===== config.mk =====
export PLATFORM = sky130hd
export DESIGN_NAME = sdio_irq_fifo_ctrl_regs
export DESIGN_NICKNAME = d
export VERILOG_FILES = /design/src/inc/sdio_regs_pkg.sv /design/src/inc/stream_if.sv /design/src/core/bit_sync.sv /design/src/core/word_fifo.sv /design/src/core/sdio_irq_fifo_ctrl_regs.sv
export VERILOG_INCLUDE_DIRS = /design/src /design/src/inc
export SDC_FILE = /design/constraint.sdc
export NUM_CORES = 1
export LEC_CHECK = 0
export BUFFER_PORTS_ARGS = -buffer_cell sky130_fd_sc_hd__buf_2
export CAP_MARGIN = 20
export CORE_MARGIN = 2
export CORE_UTILIZATION = 45
export CTS_BUF_LIST = sky130_fd_sc_hd__clkbuf_4
export DETAILED_ROUTE_END_ITERATION = 10
export MAX_ROUTING_LAYER = met4
export PLACE_DENSITY = 0.69
export SLEW_MARGIN = 20
export SYNTH_ARGS = -nofsm -noshare
export SYNTH_HDL_FRONTEND = slang
export SYNTH_SLANG_ARGS = --single-unit

===== constraint.sdc =====
create_clock -name clk -period 3.5 [get_ports clk]
set_input_delay 0.35 -clock clk [delete_from_list [all_inputs] [get_ports clk]]
set_output_delay 0.35 -clock clk [all_outputs]
set_load 0.02 [all_outputs]

===== src/inc/sdio_regs_params.svh =====
`ifndef SDIO_REGS_PARAMS_SVH
`define SDIO_REGS_PARAMS_SVH

// Register byte offsets, one aligned word each
`define OFS_SDIO_CTRL 8'h00
`define OFS_LINE_STATUS 8'h04
`define OFS_IRQ_ENABLE 8'h08
`define OFS_IRQ_FLAGS 8'h0C
`define OFS_FIFO_SETUP 8'h10
`define OFS_FIFO_DATA 8'h14
`define OFS_FIFO_STATUS 8'h18

// Read wait control fields
`define CTRL_RW_REQ_BIT 0
`define CTRL_RW_CRC_BIT 1

// Line status fields
`define ST_LINE1_BIT 0
`define ST_PERIOD_BIT 1
`define ST_RW_ACTIVE_BIT 2

// Enable and flag fields share positions
`define IRQ_CARD_BIT 0
`define IRQ_RW_BIT 1

// Buffer setup fields
`define FS_RESET_BIT 0
`define FS_DIR_BIT 1
`define FS_LEVEL_BIT 2
`define FS_WIDTH_LSB 3
`define FS_WIDTH_MSB 4

// Reset values
`define RST_CTRL 2'h0
`define RST_IRQ_ENABLE 2'h0
`define RST_IRQ_FLAGS 2'h0
`define RST_FIFO_SETUP 5'h00
`define RST_LINE1 1'b1

// Timing and thresholds
`define RW_START_CLKS 2'd2
`define DMA_THR_LOW 9'd128
`define DMA_THR_HIGH 9'd256

// Bus answers
`define RESP_OKAY 2'b00
`define RESP_SLVERR 2'b10

`endif


===== src/inc/sdio_regs_pkg.sv =====
package sdio_regs_pkg;

    // Read wait sequencer states
    typedef enum logic [1:0] {
        RW_IDLE,
        RW_ARMED,
        RW_DELAY,
        RW_ACTIVE
    } rw_state_t;

    typedef logic [15:0] reg16_t;

endpackage


===== src/inc/stream_if.sv =====
`timescale 1ns/1ps

// Word stream with valid/ready handshake
interface stream_if #(
    parameter int WIDTH = 32
);
    logic [WIDTH-1:0] data;
    logic valid;
    logic ready;

    modport src (output data, output valid, input ready);
    modport snk (input data, input valid, output ready);
endinterface


===== src/core/bit_sync.sv =====
`timescale 1ns/1ps

// Two-stage synchroniser for one pin
module bit_sync #(
    parameter logic INIT = 1'b0
) (
    input wire logic clk,
    input wire logic rst_n,
    input wire logic d,
    output logic q
);
    logic meta;

    // First stage feeds only the second
    always_ff @(posedge clk or negedge rst_n) begin
        if (!rst_n) begin
            meta <= INIT;
            q <= INIT;
        end else begin
            meta <= d;
            q <= meta;
        end
    end
endmodule


===== src/core/word_fifo.sv =====
`timescale 1ns/1ps

// Synchronous FIFO, depth a power of two
module word_fifo #(
    parameter int WIDTH = 32,
    parameter int DEPTH = 8
) (
    input wire logic clk,
    input wire logic rst_n,
    input wire logic flush,
    stream_if.snk fill,
    stream_if.src drain,
    output logic [$clog2(DEPTH):0] level
);
    localparam int AW = $clog2(DEPTH);
    localparam int LW = AW + 1;

    logic [WIDTH-1:0] mem [DEPTH];
    logic [AW-1:0] wr_ptr;
    logic [AW-1:0] rd_ptr;
    logic full;
    logic empty;

    // Flags are registered so the ready seen outside is clean
    wire push = fill.valid & ~full;
    wire pop = drain.ready & ~empty;
    wire [LW-1:0] next_level = level + LW'(push) - LW'(pop);

    assign fill.ready = ~full;
    assign drain.valid = ~empty;
    assign drain.data = mem[rd_ptr];

    // Pointer and flag update; flush wins over traffic
    always_ff @(posedge clk or negedge rst_n) begin
        if (!rst_n) begin
            wr_ptr <= '0;
            rd_ptr <= '0;
            level <= '0;
            full <= 1'b0;
            empty <= 1'b1;
        end else if (flush) begin
            wr_ptr <= '0;
            rd_ptr <= '0;
            level <= '0;
            full <= 1'b0;
            empty <= 1'b1;
        end else begin
            wr_ptr <= push ? AW'(wr_ptr + 1'b1) : wr_ptr;
            rd_ptr <= pop ? AW'(rd_ptr + 1'b1) : rd_ptr;
            level <= next_level;
            full <= next_level == LW'(DEPTH);
            empty <= next_level == '0;
        end
    end

    // Storage carries no reset
    always_ff @(posedge clk) begin
        if (push && !flush) begin
            mem[wr_ptr] <= fill.data;
        end
    end
endmodule


===== src/core/sdio_irq_fifo_ctrl_regs.sv =====
`timescale 1ns/1ps
`include "sdio_regs_params.svh"

module sdio_irq_fifo_ctrl_regs #(
    parameter int ADDR_W = 8,
    parameter int FIFO_DEPTH = 8
) (
    input wire logic clk,
    input wire logic rst_n,
    input wire logic [ADDR_W-1:0] awaddr,
    input wire logic awvalid,
    output logic awready,
    input wire logic [31:0] wdata,
    input wire logic [3:0] wstrb,
    input wire logic wvalid,
    output logic wready,
    output logic [1:0] bresp,
    output logic bvalid,
    input wire logic bready,
    input wire logic [ADDR_W-1:0] araddr,
    input wire logic arvalid,
    output logic arready,
    output logic [31:0] rdata,
    output logic [1:0] rresp,
    output logic rvalid,
    input wire logic rready,
    input wire logic card_clk_pin,
    input wire logic card_data_line_one_pin,
    output logic card_line2_out,
    output logic card_line2_oe,
    input wire logic xfer_active,
    input wire logic blk_end,
    input wire logic crc_err,
    input wire logic multi_blk,
    input wire logic last_blk,
    input wire logic [31:0] card_in_data,
    input wire logic card_in_valid,
    output logic card_in_ready,
    output logic [31:0] card_out_data,
    output logic card_out_valid,
    input wire logic card_out_ready,
    output logic dma_req,
    output logic sdio_irq
);
    localparam int LW = $clog2(FIFO_DEPTH) + 1;

    // Word address match, byte lanes ignored
    function automatic logic hit(input logic [ADDR_W-1:0] a, input logic [ADDR_W-1:0] ofs);
        hit = a[ADDR_W-1:2] == ofs[ADDR_W-1:2];
    endfunction

    // Byte-lane merge of a 16-bit register
    function automatic sdio_regs_pkg::reg16_t merge16(input sdio_regs_pkg::reg16_t old,
            input logic [15:0] d, input logic [1:0] strb);
        merge16 = {strb[1] ? d[15:8] : old[15:8], strb[0] ? d[7:0] : old[7:0]};
    endfunction

    // Bits moved by one host access
    function automatic logic [8:0] access_bits(input logic [1:0] width);
        case (width)
            2'd0: access_bits = 9'd32;
            2'd1: access_bits = 9'd24;
            2'd2: access_bits = 9'd16;
            default: access_bits = 9'd8;
        endcase
    endfunction

    sdio_regs_pkg::rw_state_t rw_state;
    sdio_regs_pkg::rw_state_t next_rw_state;
    logic [1:0] rw_cnt;
    logic [1:0] next_rw_cnt;
    logic rw_req;
    logic rw_crc;
    logic [1:0] irq_en;
    logic [1:0] irq_flags;
    logic [1:0] acc_width;
    logic dma_level;
    logic buf_dir;
    logic buf_reset;
    logic card_clk_s;
    logic card_clk_prev;
    logic line1_s;
    logic line1_last;
    logic period_flag;
    logic [8:0] bit_acc;
    logic aw_full;
    logic w_full;
    logic [ADDR_W-1:0] aw_addr;
    logic [31:0] w_data;
    logic [3:0] w_strb;
    logic [LW-1:0] fifo_level;

    stream_if #(.WIDTH(32)) fill ();
    stream_if #(.WIDTH(32)) drain ();

    // Link clock and data line one cross into clk here
    bit_sync #(.INIT(1'b0)) u_clk_sync (
        .clk(clk),
        .rst_n(rst_n),
        .d(card_clk_pin),
        .q(card_clk_s)
    );
    bit_sync #(.INIT(`RST_LINE1)) u_line1_sync (
        .clk(clk),
        .rst_n(rst_n),
        .d(card_data_line_one_pin),
        .q(line1_s)
    );

    // Card clock edge and interrupt detection
    wire card_edge = card_clk_s & ~card_clk_prev;
    wire rw_active = rw_state == sdio_regs_pkg::RW_ACTIVE;
    wire card_period = ~xfer_active | rw_active;
    wire card_irq_det = card_edge & card_period & line1_last & ~line1_s;

    // Write channel decode; a data write in the card-write direction waits while the buffer is full
    wire aw_hs = awvalid & awready;
    wire w_hs = wvalid & wready;
    wire wsel_ctrl = hit(aw_addr, ADDR_W'(`OFS_SDIO_CTRL));
    wire wsel_en = hit(aw_addr, ADDR_W'(`OFS_IRQ_ENABLE));
    wire wsel_flags = hit(aw_addr, ADDR_W'(`OFS_IRQ_FLAGS));
    wire wsel_setup = hit(aw_addr, ADDR_W'(`OFS_FIFO_SETUP));
    wire wsel_data = hit(aw_addr, ADDR_W'(`OFS_FIFO_DATA));
    wire wsel_ro = hit(aw_addr, ADDR_W'(`OFS_LINE_STATUS))
        | hit(aw_addr, ADDR_W'(`OFS_FIFO_STATUS));
    wire wr_mapped = wsel_ctrl | wsel_en | wsel_flags | wsel_setup | wsel_data | wsel_ro;
    wire wr_stall = wsel_data & buf_dir & ~fill.ready & ~buf_reset;
    wire do_write = aw_full & w_full & ~bvalid & ~wr_stall;
    wire next_aw_full = do_write ? 1'b0 : (aw_full | aw_hs);
    wire next_w_full = do_write ? 1'b0 : (w_full | w_hs);
    wire next_bvalid = do_write | (bvalid & ~bready);

    // Read channel decode
    wire ar_hs = arvalid & arready;
    wire rsel_ctrl = hit(araddr, ADDR_W'(`OFS_SDIO_CTRL));
    wire rsel_stat = hit(araddr, ADDR_W'(`OFS_LINE_STATUS));
    wire rsel_en = hit(araddr, ADDR_W'(`OFS_IRQ_ENABLE));
    wire rsel_flags = hit(araddr, ADDR_W'(`OFS_IRQ_FLAGS));
    wire rsel_setup = hit(araddr, ADDR_W'(`OFS_FIFO_SETUP));
    wire rsel_data = hit(araddr, ADDR_W'(`OFS_FIFO_DATA));
    wire rsel_fstat = hit(araddr, ADDR_W'(`OFS_FIFO_STATUS));
    wire rd_mapped = rsel_ctrl | rsel_stat | rsel_en | rsel_flags | rsel_setup | rsel_data
        | rsel_fstat;
    wire next_rvalid = ar_hs | (rvalid & ~rready);

    // Register views, upper bits read as zero
    wire [15:0] ctrl_view = {14'h0000, rw_crc, rw_req};
    wire [15:0] stat_view = {13'h0000, rw_active, period_flag, line1_s};
    wire [15:0] en_view = {14'h0000, irq_en};
    wire [15:0] flags_view = {14'h0000, irq_flags};
    wire [15:0] setup_view = {11'h000, acc_width, dma_level, buf_dir, buf_reset};
    wire [15:0] fstat_view = {14'h0000, ~drain.valid, ~fill.ready} | 16'(fifo_level) << 2;
    wire [15:0] ctrl_wr = merge16(ctrl_view, w_data[15:0], w_strb[1:0]);
    wire [15:0] en_wr = merge16(en_view, w_data[15:0], w_strb[1:0]);
    wire [15:0] setup_wr = merge16(setup_view, w_data[15:0], w_strb[1:0]);
    wire [31:0] rd_word = rsel_ctrl ? {16'h0000, ctrl_view}
        : rsel_stat ? {16'h0000, stat_view}
        : rsel_en ? {16'h0000, en_view}
        : rsel_flags ? {16'h0000, flags_view}
        : rsel_setup ? {16'h0000, setup_view}
        : (rsel_data && drain.valid && !buf_dir) ? drain.data
        : rsel_fstat ? {16'h0000, fstat_view}
        : 32'h0000_0000;

    // Buffer steering by direction
    wire host_push = do_write & wsel_data & buf_dir & ~buf_reset;
    wire host_pop = ar_hs & rsel_data & ~buf_dir & drain.valid & ~buf_reset;
    assign fill.valid = buf_dir ? host_push : card_in_valid;
    assign fill.data = buf_dir ? w_data : card_in_data;
    assign drain.ready = buf_dir ? card_out_ready : host_pop;
    assign card_in_ready = fill.ready & ~buf_dir & ~buf_reset;
    assign card_out_valid = drain.valid & buf_dir & ~buf_reset;
    assign card_out_data = drain.data;

    word_fifo #(.WIDTH(32), .DEPTH(FIFO_DEPTH)) u_fifo (
        .clk(clk),
        .rst_n(rst_n),
        .flush(buf_reset),
        .fill(fill),
        .drain(drain),
        .level(fifo_level)
    );

    // Host-side accounting of bits for DMA requests
    wire host_xfer = buf_dir ? host_push : host_pop;
    wire [8:0] dma_thr = dma_level ? `DMA_THR_HIGH : `DMA_THR_LOW;
    wire [8:0] next_bits = bit_acc + access_bits(acc_width);
    wire thr_hit = next_bits >= dma_thr;

    // Auto request on a CRC error ahead of the final block
    wire crc_trigger = rw_crc & crc_err & multi_blk & ~last_blk;
    wire req_now = rw_req | crc_trigger;
    wire rw_start = (next_rw_state == sdio_regs_pkg::RW_ACTIVE) & ~rw_active;
    wire [1:0] flag_set = {rw_start & irq_en[`IRQ_RW_BIT],
        card_irq_det & irq_en[`IRQ_CARD_BIT]};
    wire [1:0] flag_clr = (do_write && wsel_flags && w_strb[0]) ? w_data[1:0] : 2'b00;
    wire [1:0] next_flags = (irq_flags & ~flag_clr) | flag_set;

    // Read wait sequencer; a dropped request ends it from any state
    always_comb begin
        next_rw_state = rw_state;
        next_rw_cnt = rw_cnt;
        case (rw_state)
            sdio_regs_pkg::RW_IDLE: begin
                if (req_now) begin
                    next_rw_state = blk_end ? sdio_regs_pkg::RW_DELAY : sdio_regs_pkg::RW_ARMED;
                    next_rw_cnt = 2'd0;
                end
            end
            sdio_regs_pkg::RW_ARMED: begin
                if (blk_end) begin
                    next_rw_state = sdio_regs_pkg::RW_DELAY;
                    next_rw_cnt = 2'd0;
                end
            end
            sdio_regs_pkg::RW_DELAY: begin
                if (card_edge) begin
                    if (rw_cnt == `RW_START_CLKS - 2'd1) begin
                        next_rw_state = sdio_regs_pkg::RW_ACTIVE;
                    end else begin
                        next_rw_cnt = rw_cnt + 2'd1;
                    end
                end
            end
            sdio_regs_pkg::RW_ACTIVE: begin
                next_rw_state = sdio_regs_pkg::RW_ACTIVE;
            end
            default: begin
                next_rw_state = sdio_regs_pkg::RW_IDLE;
            end
        endcase
        if (!req_now) begin
            next_rw_state = sdio_regs_pkg::RW_IDLE;
        end
    end

    // Link sampling and sequencer state
    always_ff @(posedge clk or negedge rst_n) begin
        if (!rst_n) begin
            card_clk_prev <= 1'b0;
            line1_last <= `RST_LINE1;
            rw_state <= sdio_regs_pkg::RW_IDLE;
            rw_cnt <= 2'd0;
            period_flag <= 1'b0;
        end else begin
            card_clk_prev <= card_clk_s;
            line1_last <= card_edge ? line1_s : line1_last;
            rw_state <= next_rw_state;
            rw_cnt <= next_rw_cnt;
            period_flag <= card_period;
        end
    end

    // Pins and interrupt, all registered
    always_ff @(posedge clk or negedge rst_n) begin
        if (!rst_n) begin
            card_line2_out <= 1'b0;
            card_line2_oe <= 1'b0;
            sdio_irq <= 1'b0;
        end else begin
            card_line2_out <= 1'b0;
            card_line2_oe <= next_rw_state == sdio_regs_pkg::RW_ACTIVE;
            sdio_irq <= |next_flags;
        end
    end

    // Software registers; hardware set beats a same-cycle write
    always_ff @(posedge clk or negedge rst_n) begin
        if (!rst_n) begin
            {rw_crc, rw_req} <= `RST_CTRL;
            irq_en <= `RST_IRQ_ENABLE;
            irq_flags <= `RST_IRQ_FLAGS;
            {acc_width, dma_level, buf_dir, buf_reset} <= `RST_FIFO_SETUP;
        end else begin
            irq_flags <= next_flags;
            if (do_write && wsel_ctrl) begin
                rw_crc <= ctrl_wr[`CTRL_RW_CRC_BIT];
            end
            if (crc_trigger) begin
                rw_req <= 1'b1;
            end else if (do_write && wsel_ctrl) begin
                rw_req <= ctrl_wr[`CTRL_RW_REQ_BIT];
            end
            if (do_write && wsel_en) begin
                irq_en <= en_wr[1:0];
            end
            if (do_write && wsel_setup) begin
                acc_width <= setup_wr[`FS_WIDTH_MSB:`FS_WIDTH_LSB];
                dma_level <= setup_wr[`FS_LEVEL_BIT];
                buf_dir <= setup_wr[`FS_DIR_BIT];
                buf_reset <= setup_wr[`FS_RESET_BIT];
            end
        end
    end

    // DMA request pulse each time the threshold of bits is passed
    always_ff @(posedge clk or negedge rst_n) begin
        if (!rst_n) begin
            bit_acc <= 9'd0;
            dma_req <= 1'b0;
        end else if (buf_reset) begin
            bit_acc <= 9'd0;
            dma_req <= 1'b0;
        end else begin
            dma_req <= host_xfer & thr_hit;
            if (host_xfer) begin
                bit_acc <= thr_hit ? next_bits - dma_thr : next_bits;
            end
        end
    end

    // Write channel: address and data taken in either order
    always_ff @(posedge clk or negedge rst_n) begin
        if (!rst_n) begin
            aw_full <= 1'b0;
            w_full <= 1'b0;
            aw_addr <= '0;
            w_data <= 32'h0000_0000;
            w_strb <= 4'h0;
            awready <= 1'b0;
            wready <= 1'b0;
            bvalid <= 1'b0;
            bresp <= `RESP_OKAY;
        end else begin
            aw_full <= next_aw_full;
            w_full <= next_w_full;
            aw_addr <= aw_hs ? awaddr : aw_addr;
            w_data <= w_hs ? wdata : w_data;
            w_strb <= w_hs ? wstrb : w_strb;
            awready <= ~next_aw_full;
            wready <= ~next_w_full;
            bvalid <= next_bvalid;
            bresp <= do_write ? (wr_mapped ? `RESP_OKAY : `RESP_SLVERR) : bresp;
        end
    end

    // Read channel: one read in flight, answer registered
    always_ff @(posedge clk or negedge rst_n) begin
        if (!rst_n) begin
            arready <= 1'b0;
            rvalid <= 1'b0;
            rdata <= 32'h0000_0000;
            rresp <= `RESP_OKAY;
        end else begin
            arready <= ~next_rvalid;
            rvalid <= next_rvalid;
            if (ar_hs) begin
                rdata <= rd_word;
                rresp <= rd_mapped ? `RESP_OKAY : `RESP_SLVERR;
            end
        end
    end
endmodule


==> reports/metrics.cfg <==
[detailed_routing]
drcViolationCount = 0
drt_iter0_markers = 393
dr.pass1.iters = 6
wl_per_cell_um = 19.2
totalWireLength_um = 34400
antenna_left = 0
via_per_inst = 5.24
route.vias.total = 9395

[floorplan]
die_w_um = 191
core-area_sq_um = 34500
die_area_sq_um = 36400
die_h_um = 191
rows = 68
start_util_pct = 45.5
io_pins = 179

[power_and_ir_drop]
p_per_area_nw_per_um2 = 754
peakVddDrop_mv = 0.454
swShare_pct = 30.9
power_frac_comb_pct = 27.2
total_leakage_power_uw = 0.00755
switchingPower_uw = 4510
p_int_uw = 10100
power_frac_seq_pct = 44.5
p_clk_share_pct = 28.3

[sta]
skew_ns = 0.0336
fin_tns_setup_ns = 0
timing.final.crit_share_pct = 94.1
hold_violations = 0
relSlewSlack_pct = 28.8
period_minus_slack_ns = 3.29
slew_violations = 0
fmax_ghz = 0.304
fin_worst_hold_slack_ns = 0.0725
rsz0062_at_grt = false
tightestPinTransition_ns = 1.07
setup_viol = 0
fin_ws_ns = 0.206

[place]
pre_cts_slack_ns = 0.180
gp_congestion = 0.842
portBuffers = 168
place_area_sq_um = 17200
dp_hpwl_um = 21000

[yosys]
async_flop_share_pct = 32.5
synth_cell_types = 68
avgSynthCellArea_sq_um = 16.8
synth.cell_area_sq_um = 15700
seq_area_frac_synth_pct = 68.7
synth_seq_cells = 379
yosys_warnings = 0
yosys_most_used_dff = edfxtp_1
synthCells = 935
synth-edff-count = 256

[global_route]
grt_max_degree = 90
grt_use_met3_pct = 4.25
use_met2_pct = 31.1
grt.total_usage_pct = 19.9
met1_usage_pct = 25.9
grt-ovfl-total = 0
grt_pass1_vias = 9574
antenna_found_initial = 1
grt_pass1_wl_um = 53100
grt_busiest_layer = met2

[clock_network]
htreeDepth = 3
numCtsBuffers = 98
cts_buffer_depth = 3
clock_sinks = 379
cts_tree = yes
worstSkewPairLatency_ns = 0.73
cts_root_buf = clkbuf_4
clk_pin_slew_worst_paths_ns = 0.07

[setup_path]
required_ns = 4.10
path_buf_inv = 2
path_max_fanout = 5
worst_path_most_repeated_cell = ha_1
critPathSlowestCell = fa_1
crit_path_start_kind = flip-flop
worstPathArrival_ns = 3.90
path_delay_family = adder cells
crit_chain = ha_1 -> or2_2 -> ha_1 -> inv_1 -> fa_1 -> nor2b_1 -> o21ai_0 -> xor2_1 -> ha_1 -> inv_1 -> fa_1 -> a211o_1 -> nand3_2 -> nor4_1 -> a211o_1
slowest_delay_ns = 0.42
path_class = reg -> reg
worstSetupEndpointType = flip-flop

[final_layout]
final_cell_mix = 256 x edfxtp_1, 167 x buf_2, 153 x clkbuf_4, 115 x dfrtp_1, 107 x mux2_2
drive_gt1_share_pct = 42.5
area_growth_pct = 23.4
final_util_pct = 56.1
final_common_cell = edfxtp_1
final_cell_area_sq_um = 19300
num-nets-final = 1372

[min_path]
hp-class = in -> reg

[run_status]
status = complete, no violations

[flow_run]
maxCapViolCount = 0

==> metrics by stage <==
| step | cells | total power, uW |
|---|---|---|
| 6_report | 1794 | 14600 |
| 5_1_grt | 1794 | 15400 |
| 4_1_cts | 1793 | 14800 |
| 3_5_place_dp | 1534 | 10500 |
| 3_3_place_gp | 1534 | 10400 |
| 2_1_floorplan | 937 | 9200 |
==> power groups by stage <==
stage | logic [uW] | registers [uW] | clock network [uW]
floorplan | 2930 | 6270 | 0
global placement | 3890 | 6540 | 0
detailed placement | 3960 | 6580 | 0
CTS | 4040 | 6490 | 4270
global route | 4350 | 6590 | 4500
finish | 3970 | 6490 | 4130
==> state kept, by name (all words and copies together) (netlist names), 2 cells and up <==
register       cells
w_data            32
u_fifo.wr_ptr      3
aw_addr            6
u_fifo.rd_ptr      3
rw_cnt             2
irq_en             2
rw_state           2
bit_acc            6
irq_flags          2
acc_width          2
u_fifo.mem       256
rdata             32
u_fifo.level       4
==> layer usage <==
layer	up-vias	part of all wire, %
met4	0	2.3
met3	63	5.1
met1	4775	44
met5	-	0
met2	274	49
li1	4283	-
==> Yosys cell counts (2+ instances only) <==
library cell / n / area (sq um)
ha_1: 15 / 188
or2_2: 3 / 18.8
clkbuf_1: 21 / 78.8
o21ai_0: 19 / 95.1
inv_1: 23 / 86.3
nor2b_1: 10 / 62.6
nand3b_1: 3 / 22.5
nor2_1: 26 / 97.6
buf_2: 11 / 55.1
mux2i_1: 3 / 30.0
nor4_1: 5 / 31.3
nor3b_1: 2 / 15.0
a21oi_1: 17 / 85.1
a22oi_1: 2 / 15.0
and4b_1: 3 / 30.0
a211o_1: 2 / 17.5
mux4_2: 64 / 1440
a22o_1: 3 / 26.3
a211oi_1: 4 / 30.0
nand2_1: 88 / 330
nand4_1: 4 / 25.0
a21o_1: 5 / 37.5
buf_6: 4 / 45.0
nand3_1: 32 / 160
nand2b_1: 4 / 25.0
buf_1: 10 / 37.5
fa_1: 3 / 60.1
and2_1: 6 / 37.5
nor3_1: 5 / 25.0
mux2_2: 107 / 1200
buf_4: 4 / 30.0
a31oi_1: 2 / 12.5
dfrtp_1: 119 / 2980
nand4b_1: 2 / 17.5
dfstp_2: 4 / 105
xnor2_1: 6 / 52.6
xor2_1: 3 / 26.3
o31ai_1: 6 / 45.0
edfxtp_1: 256 / 7690
==> kinds of logic after synthesis <==
family	Yosys count	share of synthesized area, %
xor+xnor	9	0.503
flops	379	68.7
simple gates	209	7.02
buf+inv	74	2.15
mux	175	17.1
other cells	1	0.0239
compound gates	70	2.88
fa+ha+maj	18	1.58
==> path summary, 6_finish.rpt <==
| kind | to | slack, ns | cells after the start | startpoint |
|---|---|---|---|---|
| max | bit_acc[7] | 0.21 | 15 | acc_width[0] |
| min | u_fifo.mem[6][18] | 0.07 | 2 | card_in_data[18] |
| max reg2reg | bit_acc[7] | 0.21 | 15 | acc_width[0] |
| min reg2reg | u_line1_sync.q | 0.36 | 0 | u_line1_sync.meta |
| max in group asynchronous | u_fifo.empty | 2.32 | 3 | rst_n |
| min in group asynchronous | rdata[1] | 0.28 | 2 | rst_n |
==> final cells by class <==
cell class	instances	area, sq um
Timing Repair Buffer	268	1850
Multi-Input combinational cell	484	4650
Fill cell	2745	15100
Clock inverter	31	255
Clock buffer	153	1150
Antenna cell	1	2.50
Sequential cell	379	10800
Tap cell	455	569
Inverter	23	86.3
==> repair_timing <==
| action | CTS | global route |
|---|---|---|
| hold endpoints to repair | 314 | 0 |
| setup buffers | 0 | 0 |
| hold buffers | 75 | 0 |
| gates resized for setup | 0 | 1 |
| setup endpoints to repair | 0 | 1 |
(Power assumes the default switching activity.)
